<file path="src/ethrc_pkg.sv">
package ethrc_pkg;

  ////////////////////////////////////////////////////////////////////////////
  // clock and time conversion

  localparam int unsigned CLK_PERIOD_NS = 40;  // 25 MHz system clock

  // least time in ns to whole clock cycles, rounded up, never below one
  function automatic int unsigned ns_to_cyc_up(input int unsigned ns);
    int unsigned cyc;
    cyc = (ns + CLK_PERIOD_NS - 1) / CLK_PERIOD_NS;
    return (cyc < 1) ? 1 : cyc;
  endfunction : ns_to_cyc_up

  // width of a counter that must hold the value n
  function automatic int unsigned cnt_width(input int unsigned n);
    return $clog2(n + 1);
  endfunction : cnt_width

  ////////////////////////////////////////////////////////////////////////////
  // timing counts

  localparam int unsigned RSTLOW_NS    = 400;    // widest reset pin glitch ignored
  localparam int unsigned RSTLOW_CYC   = ns_to_cyc_up(RSTLOW_NS);
  localparam int unsigned RSTLOW_W     = cnt_width(RSTLOW_CYC);
  localparam int unsigned PHY_RST_NS   = 10000;  // internal phy reset hold time
  localparam int unsigned PHY_RST_CYC  = ns_to_cyc_up(PHY_RST_NS);
  localparam int unsigned PHY_RST_W    = cnt_width(PHY_RST_CYC);
  localparam int unsigned PHY_WAIT_US  = 50;     // host wait after system reset
  localparam int unsigned PHY_WAIT_CYC = ns_to_cyc_up(PHY_WAIT_US * 1000);

  ////////////////////////////////////////////////////////////////////////////
  // register selection indices

  localparam logic REG_SEL_ETH_CTRL1 = 1'h0;
  localparam logic REG_SEL_PHY_CTRL1 = 1'h1;

  ////////////////////////////////////////////////////////////////////////////
  // ethernet_control_one fields

  localparam int unsigned ECTL_TX_RST  = 7;
  localparam int unsigned ECTL_RX_RST  = 6;
  localparam int unsigned ECTL_TX_REQ  = 3;
  localparam int unsigned ECTL_RX_EN   = 2;
  localparam logic [7:0]  ECTL_RESET   = 8'h00;

  ////////////////////////////////////////////////////////////////////////////
  // phy_control_one fields

  localparam int unsigned PCTL_SOFT_RST = 15;
  localparam int unsigned PCTL_LOOPBACK = 14;
  localparam int unsigned PCTL_PWR_DOWN = 11;
  localparam int unsigned PCTL_RSVD_HI  = 10;
  localparam int unsigned PCTL_DUPLEX   = 8;
  localparam int unsigned PCTL_RSVD_LO  = 7;
  localparam logic [15:0] PCTL_IMPL     = 16'hcd80;  // implemented bits
  localparam logic [15:0] PCTL_RESET    = 16'h0000;

  ////////////////////////////////////////////////////////////////////////////
  // phy reset sequencer states

  typedef enum logic [2:0] {
    PHY_IDLE  = 3'b001,
    PHY_HOLD  = 3'b010,
    PHY_STRAP = 3'b100
  } ethrc_phy_state_e;

endpackage : ethrc_pkg

</file>
<file path="src/ethrc_rst_filter.sv">
`timescale 1ns/10ps
`default_nettype none

module ethrc_rst_filter (
  // clock and power-on reset
  input  wire logic clk_sys_i,
  input  wire logic arst_n_i,
  // external reset pin level
  input  wire logic pin_n_i,
  // qualified low level
  output logic      qual_o
);
  import ethrc_pkg::*;

  logic [RSTLOW_W-1:0] low_cnt_q;

  ////////////////////////////////////////////////////////////////////////////
  // count consecutive low cycles; short glitches never reach the limit
  always_ff @(posedge clk_sys_i or negedge arst_n_i) begin
    if (!arst_n_i) begin
      low_cnt_q <= '0;
      qual_o    <= 1'b0;
    end else if (pin_n_i) begin
      low_cnt_q <= '0;
      qual_o    <= 1'b0;  // release follows the pin going high
    end else if (low_cnt_q == RSTLOW_W'(RSTLOW_CYC)) begin
      qual_o    <= 1'b1;  // low held past the qualification width
    end else begin
      low_cnt_q <= low_cnt_q + RSTLOW_W'(1);
    end
  end

endmodule : ethrc_rst_filter

`default_nettype wire

</file>
<file path="src/ethrc_rst_sync.sv">
`timescale 1ns/10ps
`default_nettype none

module ethrc_rst_sync (
  // clock and power-on reset
  input  wire logic clk_sys_i,
  input  wire logic arst_n_i,
  // reset request level
  input  wire logic req_i,
  // synchronised reset, active high
  output logic      rst_o
);
  import ethrc_pkg::*;

  logic stage_q;

  ////////////////////////////////////////////////////////////////////////////
  // assert one cycle after the request, release two edges after it drops
  always_ff @(posedge clk_sys_i or negedge arst_n_i) begin
    if (!arst_n_i) begin
      stage_q <= 1'b1;
      rst_o   <= 1'b1;
    end else if (req_i) begin
      stage_q <= 1'b1;
      rst_o   <= 1'b1;
    end else begin
      stage_q <= 1'b0;
      rst_o   <= stage_q;
    end
  end

endmodule : ethrc_rst_sync

`default_nettype wire

</file>
<file path="src/ethrc_reset_ctrl.sv">
`timescale 1ns/10ps
`default_nettype none

// Summary of operation
// - power-on reset loads every register default; packet buffer content undefined.
// - power-on reset source is always active, no external pin needed.
// - system reset comes from the reset pin or a host reset command.
// - reset pin holds the device in reset while low, normal while high.
// - reset pin low pulses up to the qualification width are ignored.
// - internal resets never drive the external reset pin low.
// - system reset restores register defaults but keeps packet buffer contents.
// - system reset also performs transmit-only and receive-only resets.
// - transmit reset bit resets transmit logic; with a frame in flight, aborts it and clears transmit request.
// - transmit logic stays reset until host clears the bit; host side runs.
// - receive reset bit resets receive logic; clears receive enable, drops frame.
// - receive logic stays reset until host clears the bit; host side runs.
// - writing one to phy soft reset bit 15 restores all phy defaults.
// - phy soft reset bit clears itself after a delay; host polls it.
// - loopback bit 14 returns transmit data to receive, disables line.
// - power-down bit 11 shuts the phy down; clear means normal.
// - duplex bit 8 selects full duplex; reset value comes from strap.
module ethrc_reset_ctrl (
  // clock and power-on reset
  input  wire logic        clk_sys_i,
  input  wire logic        arst_n_i,
  // external reset pin and command
  input  wire logic        ext_reset_n_i,
  input  wire logic        sys_reset_cmd_i,
  // duplex strap from the led pin
  input  wire logic        duplex_strap_i,
  // register access port
  input  wire logic        reg_wr_i,
  input  wire logic        reg_rd_i,
  input  wire logic        reg_sel_i,
  input  wire logic [15:0] reg_wdata_i,
  output logic      [15:0] reg_rdata_o,
  // transmit and receive engine status
  input  wire logic        tx_busy_i,
  input  wire logic        tx_done_i,
  input  wire logic        rx_busy_i,
  // reset outputs, active high
  output logic             sys_rst_o,
  output logic             tx_logic_rst_o,
  output logic             rx_logic_rst_o,
  output logic             phy_rst_o,
  // control and status outputs
  output logic             tx_request_o,
  output logic             rx_enable_o,
  output logic             tx_abort_o,
  output logic             rx_abort_o,
  output logic             phy_ready_o,
  output logic             phy_access_ok_o,
  output logic             phy_loopback_o,
  output logic             phy_power_down_o,
  output logic             phy_duplex_select_o,
  // mac side data path
  input  wire logic        mac_tx_en_i,
  input  wire logic [7:0]  mac_tx_data_i,
  output logic             mac_rx_en_o,
  output logic      [7:0]  mac_rx_data_o,
  // twisted-pair side data path
  input  wire logic        line_rx_en_i,
  input  wire logic [7:0]  line_rx_data_i,
  output logic             line_tx_en_o,
  output logic      [7:0]  line_tx_data_o,
  output logic             line_drv_en_o
);
  import ethrc_pkg::*;

  logic                 pin_qual;
  logic                 sys_req;
  logic                 tx_req;
  logic                 rx_req;
  logic                 phy_req;
  logic [7:0]           eth_ctrl_q;
  logic [7:0]           eth_ctrl_d;
  logic                 loopback_q;
  logic                 power_down_q;
  logic                 rsvd_hi_q;
  logic                 rsvd_lo_q;
  logic                 duplex_q;
  ethrc_phy_state_e     phy_state_q;
  logic [PHY_RST_W-1:0] phy_cnt_q;
  logic                 wr_eth;
  logic                 wr_phy;
  logic [15:0]          phy_ctrl_rd;
  logic                 tx_rst_bit_q;
  logic                 rx_rst_bit_q;
  logic [cnt_width(PHY_WAIT_CYC)-1:0] wait_cnt_q;

  //////////////////////////////////////////////////////////////////////////////
  // reset sources
  //////////////////////////////////////////////////////////////////////////////

  // arst_n_i is the always-on power-on reset; every flop takes a constant on it
  // the pin is only ever sampled here, no internal reset drives it back
  ethrc_rst_filter u_pin_filter (
    .clk_sys_i (clk_sys_i),
    .arst_n_i  (arst_n_i),
    .pin_n_i   (ext_reset_n_i),
    .qual_o    (pin_qual)
  );

  // either the qualified pin or the host command starts a system reset
  assign sys_req = pin_qual | sys_reset_cmd_i;

  // sync stages give a clean release to all downstream logic
  ethrc_rst_sync u_sys_sync (
    .clk_sys_i (clk_sys_i),
    .arst_n_i  (arst_n_i),
    .req_i     (sys_req),
    .rst_o     (sys_rst_o)
  );

  // transmit logic reset: system reset or the host control bit
  assign tx_req = sys_rst_o | eth_ctrl_q[ECTL_TX_RST];

  ethrc_rst_sync u_tx_sync (
    .clk_sys_i (clk_sys_i),
    .arst_n_i  (arst_n_i),
    .req_i     (tx_req),
    .rst_o     (tx_logic_rst_o)  // held until the bit is cleared
  );

  // receive logic reset: system reset or the host control bit
  assign rx_req = sys_rst_o | eth_ctrl_q[ECTL_RX_RST];

  ethrc_rst_sync u_rx_sync (
    .clk_sys_i (clk_sys_i),
    .arst_n_i  (arst_n_i),
    .req_i     (rx_req),
    .rst_o     (rx_logic_rst_o)  // held until the bit is cleared
  );

  // phy reset: system reset or the soft reset hold phase
  assign phy_req = sys_rst_o | (phy_state_q == PHY_HOLD);

  ethrc_rst_sync u_phy_sync (
    .clk_sys_i (clk_sys_i),
    .arst_n_i  (arst_n_i),
    .req_i     (phy_req),
    .rst_o     (phy_rst_o)
  );

  //////////////////////////////////////////////////////////////////////////////
  // register access decode
  //////////////////////////////////////////////////////////////////////////////

  // the host port stays live during transmit or receive resets
  assign wr_eth = reg_wr_i & (reg_sel_i == REG_SEL_ETH_CTRL1);
  assign wr_phy = reg_wr_i & (reg_sel_i == REG_SEL_PHY_CTRL1);

  //////////////////////////////////////////////////////////////////////////////
  // ethernet_control_one
  //////////////////////////////////////////////////////////////////////////////

  // host write first; tx request clears only in cycles without a write, the receive enable clear always applies
  always_comb begin
    eth_ctrl_d = eth_ctrl_q;
    if (wr_eth) begin
      eth_ctrl_d = reg_wdata_i[7:0];
    end else begin
      if (tx_done_i) begin
        eth_ctrl_d[ECTL_TX_REQ] = 1'b0;
      end
      if (eth_ctrl_q[ECTL_TX_RST] && tx_busy_i) begin
        eth_ctrl_d[ECTL_TX_REQ] = 1'b0;  // frame aborted
      end
    end
    // receive enable cannot stay on while receive logic is reset
    if (eth_ctrl_d[ECTL_RX_RST]) begin
      eth_ctrl_d[ECTL_RX_EN] = 1'b0;
    end
  end

  // system reset returns the register to defaults; buffer memory is not ours
  always_ff @(posedge clk_sys_i or negedge arst_n_i) begin
    if (!arst_n_i) begin
      eth_ctrl_q <= ECTL_RESET;
    end else if (sys_rst_o) begin
      eth_ctrl_q <= ECTL_RESET;
    end else begin
      eth_ctrl_q <= eth_ctrl_d;
    end
  end

  assign tx_request_o = eth_ctrl_q[ECTL_TX_REQ];
  assign rx_enable_o  = eth_ctrl_q[ECTL_RX_EN];

  //////////////////////////////////////////////////////////////////////////////
  // abort pulses
  //////////////////////////////////////////////////////////////////////////////

  // one-cycle abort when a reset bit rises while a frame is in flight
  always_ff @(posedge clk_sys_i or negedge arst_n_i) begin
    if (!arst_n_i) begin
      tx_rst_bit_q <= 1'b0;
      rx_rst_bit_q <= 1'b0;
      tx_abort_o   <= 1'b0;
      rx_abort_o   <= 1'b0;
    end else begin
      tx_rst_bit_q <= eth_ctrl_q[ECTL_TX_RST];
      rx_rst_bit_q <= eth_ctrl_q[ECTL_RX_RST];
      tx_abort_o   <= eth_ctrl_q[ECTL_TX_RST] & ~tx_rst_bit_q & tx_busy_i;
      rx_abort_o   <= eth_ctrl_q[ECTL_RX_RST] & ~rx_rst_bit_q & rx_busy_i;
    end
  end

  //////////////////////////////////////////////////////////////////////////////
  // phy soft reset sequencer
  //////////////////////////////////////////////////////////////////////////////

  // hold the phy for a fixed time, then reload the strap once reset lifts;
  // the strap is caught by a clocked step after release, never by the reset
  always_ff @(posedge clk_sys_i or negedge arst_n_i) begin
    if (!arst_n_i) begin
      phy_state_q <= PHY_STRAP;
      phy_cnt_q   <= '0;
    end else if (sys_rst_o) begin
      phy_state_q <= PHY_STRAP;
      phy_cnt_q   <= '0;
    end else begin
      case (phy_state_q)
        PHY_IDLE: begin
          if (wr_phy && reg_wdata_i[PCTL_SOFT_RST]) begin
            phy_state_q <= PHY_HOLD;
            phy_cnt_q   <= PHY_RST_W'(PHY_RST_CYC - 1);
          end
        end
        PHY_HOLD: begin
          if (phy_cnt_q == '0) begin
            phy_state_q <= PHY_STRAP;
          end else begin
            phy_cnt_q <= phy_cnt_q - PHY_RST_W'(1);
          end
        end
        PHY_STRAP: begin
          if (!phy_rst_o) begin
            phy_state_q <= PHY_IDLE;  // soft reset bit drops here
          end
        end
        default: begin
          phy_state_q <= PHY_STRAP;
        end
      endcase
    end
  end

  assign phy_ready_o = (phy_state_q == PHY_IDLE);

  //////////////////////////////////////////////////////////////////////////////
  // phy_control_one fields
  //////////////////////////////////////////////////////////////////////////////

  // writes are ignored while the phy is busy resetting
  always_ff @(posedge clk_sys_i or negedge arst_n_i) begin
    if (!arst_n_i) begin
      loopback_q   <= PCTL_RESET[PCTL_LOOPBACK];
      power_down_q <= PCTL_RESET[PCTL_PWR_DOWN];
      rsvd_hi_q    <= PCTL_RESET[PCTL_RSVD_HI];
      rsvd_lo_q    <= PCTL_RESET[PCTL_RSVD_LO];
      duplex_q     <= PCTL_RESET[PCTL_DUPLEX];
    end else if (phy_rst_o) begin
      loopback_q   <= PCTL_RESET[PCTL_LOOPBACK];
      power_down_q <= PCTL_RESET[PCTL_PWR_DOWN];
      rsvd_hi_q    <= PCTL_RESET[PCTL_RSVD_HI];
      rsvd_lo_q    <= PCTL_RESET[PCTL_RSVD_LO];
      duplex_q     <= PCTL_RESET[PCTL_DUPLEX];
    end else if (phy_state_q == PHY_STRAP) begin
      duplex_q     <= duplex_strap_i;
    end else if (wr_phy && phy_state_q == PHY_IDLE) begin
      loopback_q   <= reg_wdata_i[PCTL_LOOPBACK];
      power_down_q <= reg_wdata_i[PCTL_PWR_DOWN];
      rsvd_hi_q    <= reg_wdata_i[PCTL_RSVD_HI];  // host keeps zero
      rsvd_lo_q    <= reg_wdata_i[PCTL_RSVD_LO];
      duplex_q     <= reg_wdata_i[PCTL_DUPLEX];  // mac must match
    end
  end

  assign phy_loopback_o      = loopback_q;
  assign phy_power_down_o    = power_down_q;
  assign phy_duplex_select_o = duplex_q;

  //////////////////////////////////////////////////////////////////////////////
  // post-reset phy access window
  //////////////////////////////////////////////////////////////////////////////

  // status only: counts the wait after a system reset, the host still polls
  always_ff @(posedge clk_sys_i or negedge arst_n_i) begin
    if (!arst_n_i) begin
      wait_cnt_q      <= '0;
      phy_access_ok_o <= 1'b0;
    end else if (sys_rst_o) begin
      wait_cnt_q      <= '0;
      phy_access_ok_o <= 1'b0;
    end else if (wait_cnt_q == ($bits(wait_cnt_q))'(PHY_WAIT_CYC)) begin
      phy_access_ok_o <= 1'b1;
    end else begin
      wait_cnt_q      <= wait_cnt_q + ($bits(wait_cnt_q))'(1);
    end
  end

  //////////////////////////////////////////////////////////////////////////////
  // data path: loopback and power down
  //////////////////////////////////////////////////////////////////////////////

  // line driver is off in reset, power down and loopback
  assign line_drv_en_o = ~phy_rst_o & ~power_down_q & ~loopback_q;

  // registered mux; in loopback incoming line data is simply dropped
  always_ff @(posedge clk_sys_i or negedge arst_n_i) begin
    if (!arst_n_i) begin
      mac_rx_en_o    <= 1'b0;
      mac_rx_data_o  <= 8'h00;
      line_tx_en_o   <= 1'b0;
      line_tx_data_o <= 8'h00;
    end else if (phy_rst_o || power_down_q) begin
      mac_rx_en_o    <= 1'b0;
      mac_rx_data_o  <= 8'h00;
      line_tx_en_o   <= 1'b0;
      line_tx_data_o <= 8'h00;
    end else if (loopback_q) begin
      mac_rx_en_o    <= mac_tx_en_i;
      mac_rx_data_o  <= mac_tx_data_i;
      line_tx_en_o   <= 1'b0;
      line_tx_data_o <= 8'h00;
    end else begin
      mac_rx_en_o    <= line_rx_en_i;
      mac_rx_data_o  <= line_rx_data_i;
      line_tx_en_o   <= mac_tx_en_i;
      line_tx_data_o <= mac_tx_data_i;
    end
  end

  //////////////////////////////////////////////////////////////////////////////
  // read back
  //////////////////////////////////////////////////////////////////////////////

  // soft reset bit reads one until the sequencer is back in idle
  always_comb begin
    phy_ctrl_rd                = 16'h0000;
    phy_ctrl_rd[PCTL_SOFT_RST] = (phy_state_q != PHY_IDLE);
    phy_ctrl_rd[PCTL_LOOPBACK] = loopback_q;
    phy_ctrl_rd[PCTL_PWR_DOWN] = power_down_q;
    phy_ctrl_rd[PCTL_RSVD_HI]  = rsvd_hi_q;
    phy_ctrl_rd[PCTL_DUPLEX]   = duplex_q;
    phy_ctrl_rd[PCTL_RSVD_LO]  = rsvd_lo_q;
  end

  // data is captured one cycle after the read strobe and held until the next
  always_ff @(posedge clk_sys_i or negedge arst_n_i) begin
    if (!arst_n_i) begin
      reg_rdata_o <= 16'h0000;
    end else if (reg_rd_i) begin
      if (reg_sel_i == REG_SEL_ETH_CTRL1) begin
        reg_rdata_o <= {8'h00, eth_ctrl_q};
      end else begin
        reg_rdata_o <= phy_ctrl_rd & PCTL_IMPL;
      end
    end
  end

endmodule : ethrc_reset_ctrl

`default_nettype wire

</file>
<file path="config.mk">
export PLATFORM = sky130hd
export DESIGN_NAME = ethrc_reset_ctrl
export DESIGN_NICKNAME = d
export VERILOG_FILES = /design/src/ethrc_pkg.sv /design/src/ethrc_rst_filter.sv /design/src/ethrc_rst_sync.sv /design/src/ethrc_reset_ctrl.sv
export SDC_FILE = /design/constraint.sdc
export NUM_CORES = 1
export LEC_CHECK = 0
export BUFFER_PORTS_ARGS = -buffer_cell sky130_fd_sc_hd__clkbuf_2
export CAP_MARGIN = 20
export CORE_MARGIN = 2
export CORE_UTILIZATION = 48
export DETAILED_ROUTE_END_ITERATION = 12
export GPL_ROUTABILITY_DRIVEN = 0
export MAX_ROUTING_LAYER = met4
export PLACE_DENSITY = 0.83
export RECOVER_POWER = 100
export SLEW_MARGIN = 0
export SYNTH_ARGS = -nofsm -noshare
export SYNTH_HDL_FRONTEND = slang
export SYNTH_SLANG_ARGS = --single-unit
</file>
<file path="constraint.sdc">
create_clock -name clk_sys_i -period 1.7 [get_ports clk_sys_i]
set_input_delay 0.425 -clock clk_sys_i [delete_from_list [all_inputs] [get_ports clk_sys_i]]
set_output_delay 0.425 -clock clk_sys_i [all_outputs]
set_load 0.1 [all_outputs]
</file>
# Word level (Yosys, flattened, before mapping)
# Cells that the tools add are included.
# word_totals
output_inout_bits,48
wordCells,138
ff_bits,87
# op_classes
n_reduce_logical,16
bitwise,18
n_mux,56
n_eq_ne,13
add_sub_neg,3
# ops
cell,n
$mux W8,8
$mux W1,35
$mux W11,2
$mux W16,1
$pmux W8 S2,1
$mux W3,5
$mux W4,3
$add A11 B1 Y11 const B,1
$eq A11 B11 Y1 const B,1
$ne A3 B1 Y1 const B,3
$pmux W3 S3,1
$reduce_bool A3 Y1,3
$and A1 B1 Y1,8
$logic_not A8 Y1,1
$reduce_bool A2 Y1,4
$sub A8 B1 Y8 const B,1
$not A1 Y1,6
$reduce_and A3 Y1,2
$add A4 B1 Y4 const B,1
$eq A4 B4 Y1 const B,1
$ne A2 B1 Y1 const B,2
$or A1 B1 Y1,4
$reduce_bool A4 Y1,1
$eq A3 B1 Y1 const B,1
8 further kinds,10

# Depth between registers and ports, before layout
# logic_depth
ltp_word,5
ltp_mapped,7
ltp_nobuf,6

# Modules after synthesis
# A second synthesis with hierarchy kept.
# hier_totals
hier_cells,336
area_unflattened_um2,3676.0
# by_module_without_submodules
mod,cells_per_inst,instances,area_per_inst_um2
ethrc_reset_ctrl,301,1,3188.1
ethrc_rst_filter,23,1,252.7
ethrc_rst_sync,3,4,58.8

# Worst setup path before layout
# OpenSTA, ideal clock, no wires.
# synth_timing
path_kind,register to output
from,"register power_down_q, in the netlist phy_power_down_o"
to,output line_drv_en_o
required_time_ps,1275
path_buffers,1
stages_incl_launch_ff,4
setup_slack_ps,-1531
arrival_ps,2806
cell_sequence,dfrtp_1 > or2_2 > clkbuf_1 > nor2_1
# synth_between
elab_chain_len,3
# synth_rtl
item,line,rtl
start: declaration,ethrc_reset_ctrl.sv:78,logic power_down_q;
start signal: assignment,ethrc_reset_ctrl.sv:259,power_down_q <= PCTL_RESET[PCTL_PWR_DOWN];
start signal: assignment,ethrc_reset_ctrl.sv:265,power_down_q <= PCTL_RESET[PCTL_PWR_DOWN];
start signal: assignment,ethrc_reset_ctrl.sv:273,power_down_q <= reg_wdata_i[PCTL_PWR_DOWN];
$not A1 Y1,ethrc_reset_ctrl.sv:308,assign line_drv_en_o = ~phy_rst_o & ~power_down_q & ~loopback_q;
$and A1 B1 Y1 (2 in series),ethrc_reset_ctrl.sv:308,
end: declaration,ethrc_reset_ctrl.sv:66,output logic line_drv_en_o
# Every way passes these cells.

# Worst setup path after layout
# layout_timing
from,register u_phy_sync.rst_o
to,output line_drv_en_o
# layout_between
elab_chain_len,3
# layout_rtl
item,line,rtl
start: declaration,ethrc_rst_sync.sv:11,output logic rst_o
start signal: assignment,ethrc_rst_sync.sv:28,rst_o <= stage_q;
$not A1 Y1,ethrc_reset_ctrl.sv:308,
$and A1 B1 Y1 (2 in series),ethrc_reset_ctrl.sv:308,
# Every way passes these cells.

==> reports/qor.csv <==
metric,value,unit
yosysUniqueCellTypes,50,
root_buffer,clkbuf_8,
cts_buffers,9,
cts.path.max_buffers,2,
via_count,2890,
setup_ws,-0.127,ns
antenna_found_initial,0,
p_leak,2.20,nW
wl,7690,µm
ys_seq_area_frac,0.570,
ant_nets,0,
grt_max_degree,34,
syn-instance-count,344,
cts_tree,done,
grt_usage,0.196,
fmax,547,MHz
drt-pass1-iter-count,4,
timing.rr.start,phy_cnt_q[5],
clock-sinks,84,
synth-edff-count,0,
die_h,91.9,µm
dp_cells,536,
drtIter0Drc,141,
synthTopCellsByArea,"dfrtp_1 51%, dfstp_2 6.4%, mux2i_1 4.0%, nor2_1 3.8%, nand3b_1 2.4%",
cp.arrival,1.40,ns
tightestPinTransition,0.935,ns
num_rows,32,
synth_most_common_cell,dfrtp_1,
cp.required,1.27,ns
slew_headroom,0.377,
postSynthAreaPerCell,10.8,µm²
io_pins,93,
violations,negative setup slack,
min_period,1.83,ns
finalHoldViolations,0,
place.port_buffers,86,
power_density,856,mW/mm²
final_cell_area,0.00472,mm²
slew_viol_final,0,
routed_via_density,5.15,
grt_pass1_wl,12800,µm
die_area,0.00845,mm²
clock_skew,0.0141,ns
crit_path_end,line_drv_en_o,
cp_max_fo,2,
cp-end-kind,primary output,
n_antenna_cell,0,
r2r_end,phy_cnt_q[0],
path_clk_slew,0.09,ns
die-width,91.9,µm
wl_per_cell,13.7,µm
ff2ff_path_depth,4,
synthArstFlopShare,1.00,
start_util,0.488,
start_kind,flop,
synth_common_cells,"75 x dfrtp_1, 38 x nor2_1, 22 x nand2_1",
synth_seq_cells,84,
status,finished with violations,
first_global_vias,2782,
rsz0062_at_grt,true,
gr-total-overflow,0,
place_area,0.00452,mm²
peakVddDrop,453,µV
yosys.area.top_type,dfrtp_1,
core,0.00761,mm²
post-route-period-util,1.07,
reg2reg_slack,-0.09,ns
path_class,flop to primary output,
synth_ff_type,dfrtp_1,
drc,0,
clk_latency,0.35,ns
final_core_util,0.621,
dpl.hpwl,5430,µm
hold_class,input pin to async pin,
instances_no_fill,561,
synth_area,0.00371,mm²
ctsHtreeMaxLevel,3,
setup_viol,7,
yosys.area.top_type_share,0.506,
fin_nets,505,
yosys_warnings,0,
drive_gt1_frac,0.357,
area_growth,27.4,%
startpoint,u_phy_sync.rst_o,
cap_viol_max_count,0,
-- worst max-delay path, stage by stage (launching register included) --
cell and delay [ns]:
dfstp_4 0.47, or2_4 0.26, nor2_4 0.13, buf_12 0.19
-- what timing repair did --
item	4_1_cts	5_1_grt
pin swaps	3	3
cloned	0	0
gates resized for setup	3	8
buffers inserted	7	2
endpoints found under the setup margin	7	19
hold buffers	0	0
-- worst min path at each step --
stage	start	endpoint	slack (ns)	cells past startpoint
4_1_cts	arst_n_i	reg_rdata_o[7]	0.02	1
6_report	arst_n_i	reg_rdata_o[15]	0.14	1
2_1_floorplan	arst_n_i	eth_ctrl_q[0]	0.13	0
5_1_grt	arst_n_i	reg_rdata_o[7]	0.19	1
3_5_place_dp	tx_rst_bit_q	tx_abort_o	0.40	1
3_3_place_gp	tx_rst_bit_q	tx_abort_o	0.38	1
-- registers in the layout, summed over array words and instances (netlist names), 3 cells and up --
| register | count |
|---|---|
| reg_rdata_o | 13 |
| wait_cnt_q | 11 |
| eth_ctrl_q | 8 |
| line_tx_data_o | 8 |
| mac_rx_data_o | 8 |
| phy_cnt_q | 8 |
| u_pin_filter.low_cnt_q | 4 |
| phy_state_q | 3 |
-- logic make-up after synthesis --
logic type                 count (synthesis)  synth area share
and+or+nand+nor                          142             0.211
DFF                                       84             0.570
AOI/OAI and AO/OA                         45            0.0830
buffers and inverters                     40            0.0455
muxes                                     17            0.0486
xor gates and xnor gates                   9            0.0213
adders and majority gates                  6            0.0202
other                                      1           0.00101
-- where the power goes --
group	internal, mW	total, mW	switching [mW]
sequential	2.05	2.08	0.0330
combinational	0.152	0.508	0.357
clock	0.702	1.45	0.748
-- metrics by stage --
step / setup slack (ns) / setup TNS [ns] / hold slack (ns) / power (mW)
floorplan: -0.534 / -7.75 / 0.129 / 2.45
global placement: -0.0533 / -0.106 / 0.383 / 2.63
detailed placement: -0.0844 / -0.183 / 0.396 / 2.65
CTS: -0.137 / -0.363 / 0.0223 / 4.10
global route: -0.170 / -1.29 / 0.194 / 4.21
finish: -0.127 / -0.419 / 0.142 / 4.04
-- layer usage --
layer	global-route usage	share of wire	vias up
met3	0.0460	0.049	12
li1	-	-	1381
met5	-	0	-
met4	0.0759	0.014	0
met1	0.250	0.45	1405
met2	0.307	0.49	92
-- area by class of cell --
class                   instances  area, µm²
clock inverters                 7       80.1
well taps                     102        128
multi-input cells             222       1470
repair buffers                117        721
fillers                       622       2880
clock buffers                   9        124
flip-flops and latches         84       2130
inverters                      20       75.1
-- layout by cell type, fill, tap and decap left out, drive strengths merged, types with 2 or more instances in the layout --
master / instances
clkbuf: 96
dfrtp: 75
nor2: 38
buf: 30
inv: 24
nand2: 22
a21oi: 16
mux2i: 15
o21ai: 13
nor3: 13
nand3b: 12
nand3: 10
dfstp: 9
and2: 9
or3: 7
ha: 6
nand2b: 5
a211oi: 5
xor2: 5
or2: 5
nor4: 5
xnor2: 4
conb: 3
and3: 3
a41o: 2
o31a: 2
mux2: 2
nand4: 2
nor3b: 2
or3b: 2
and4: 2
a2111oi: 2
No activity file was read; power rests on OpenSTA's default activity.
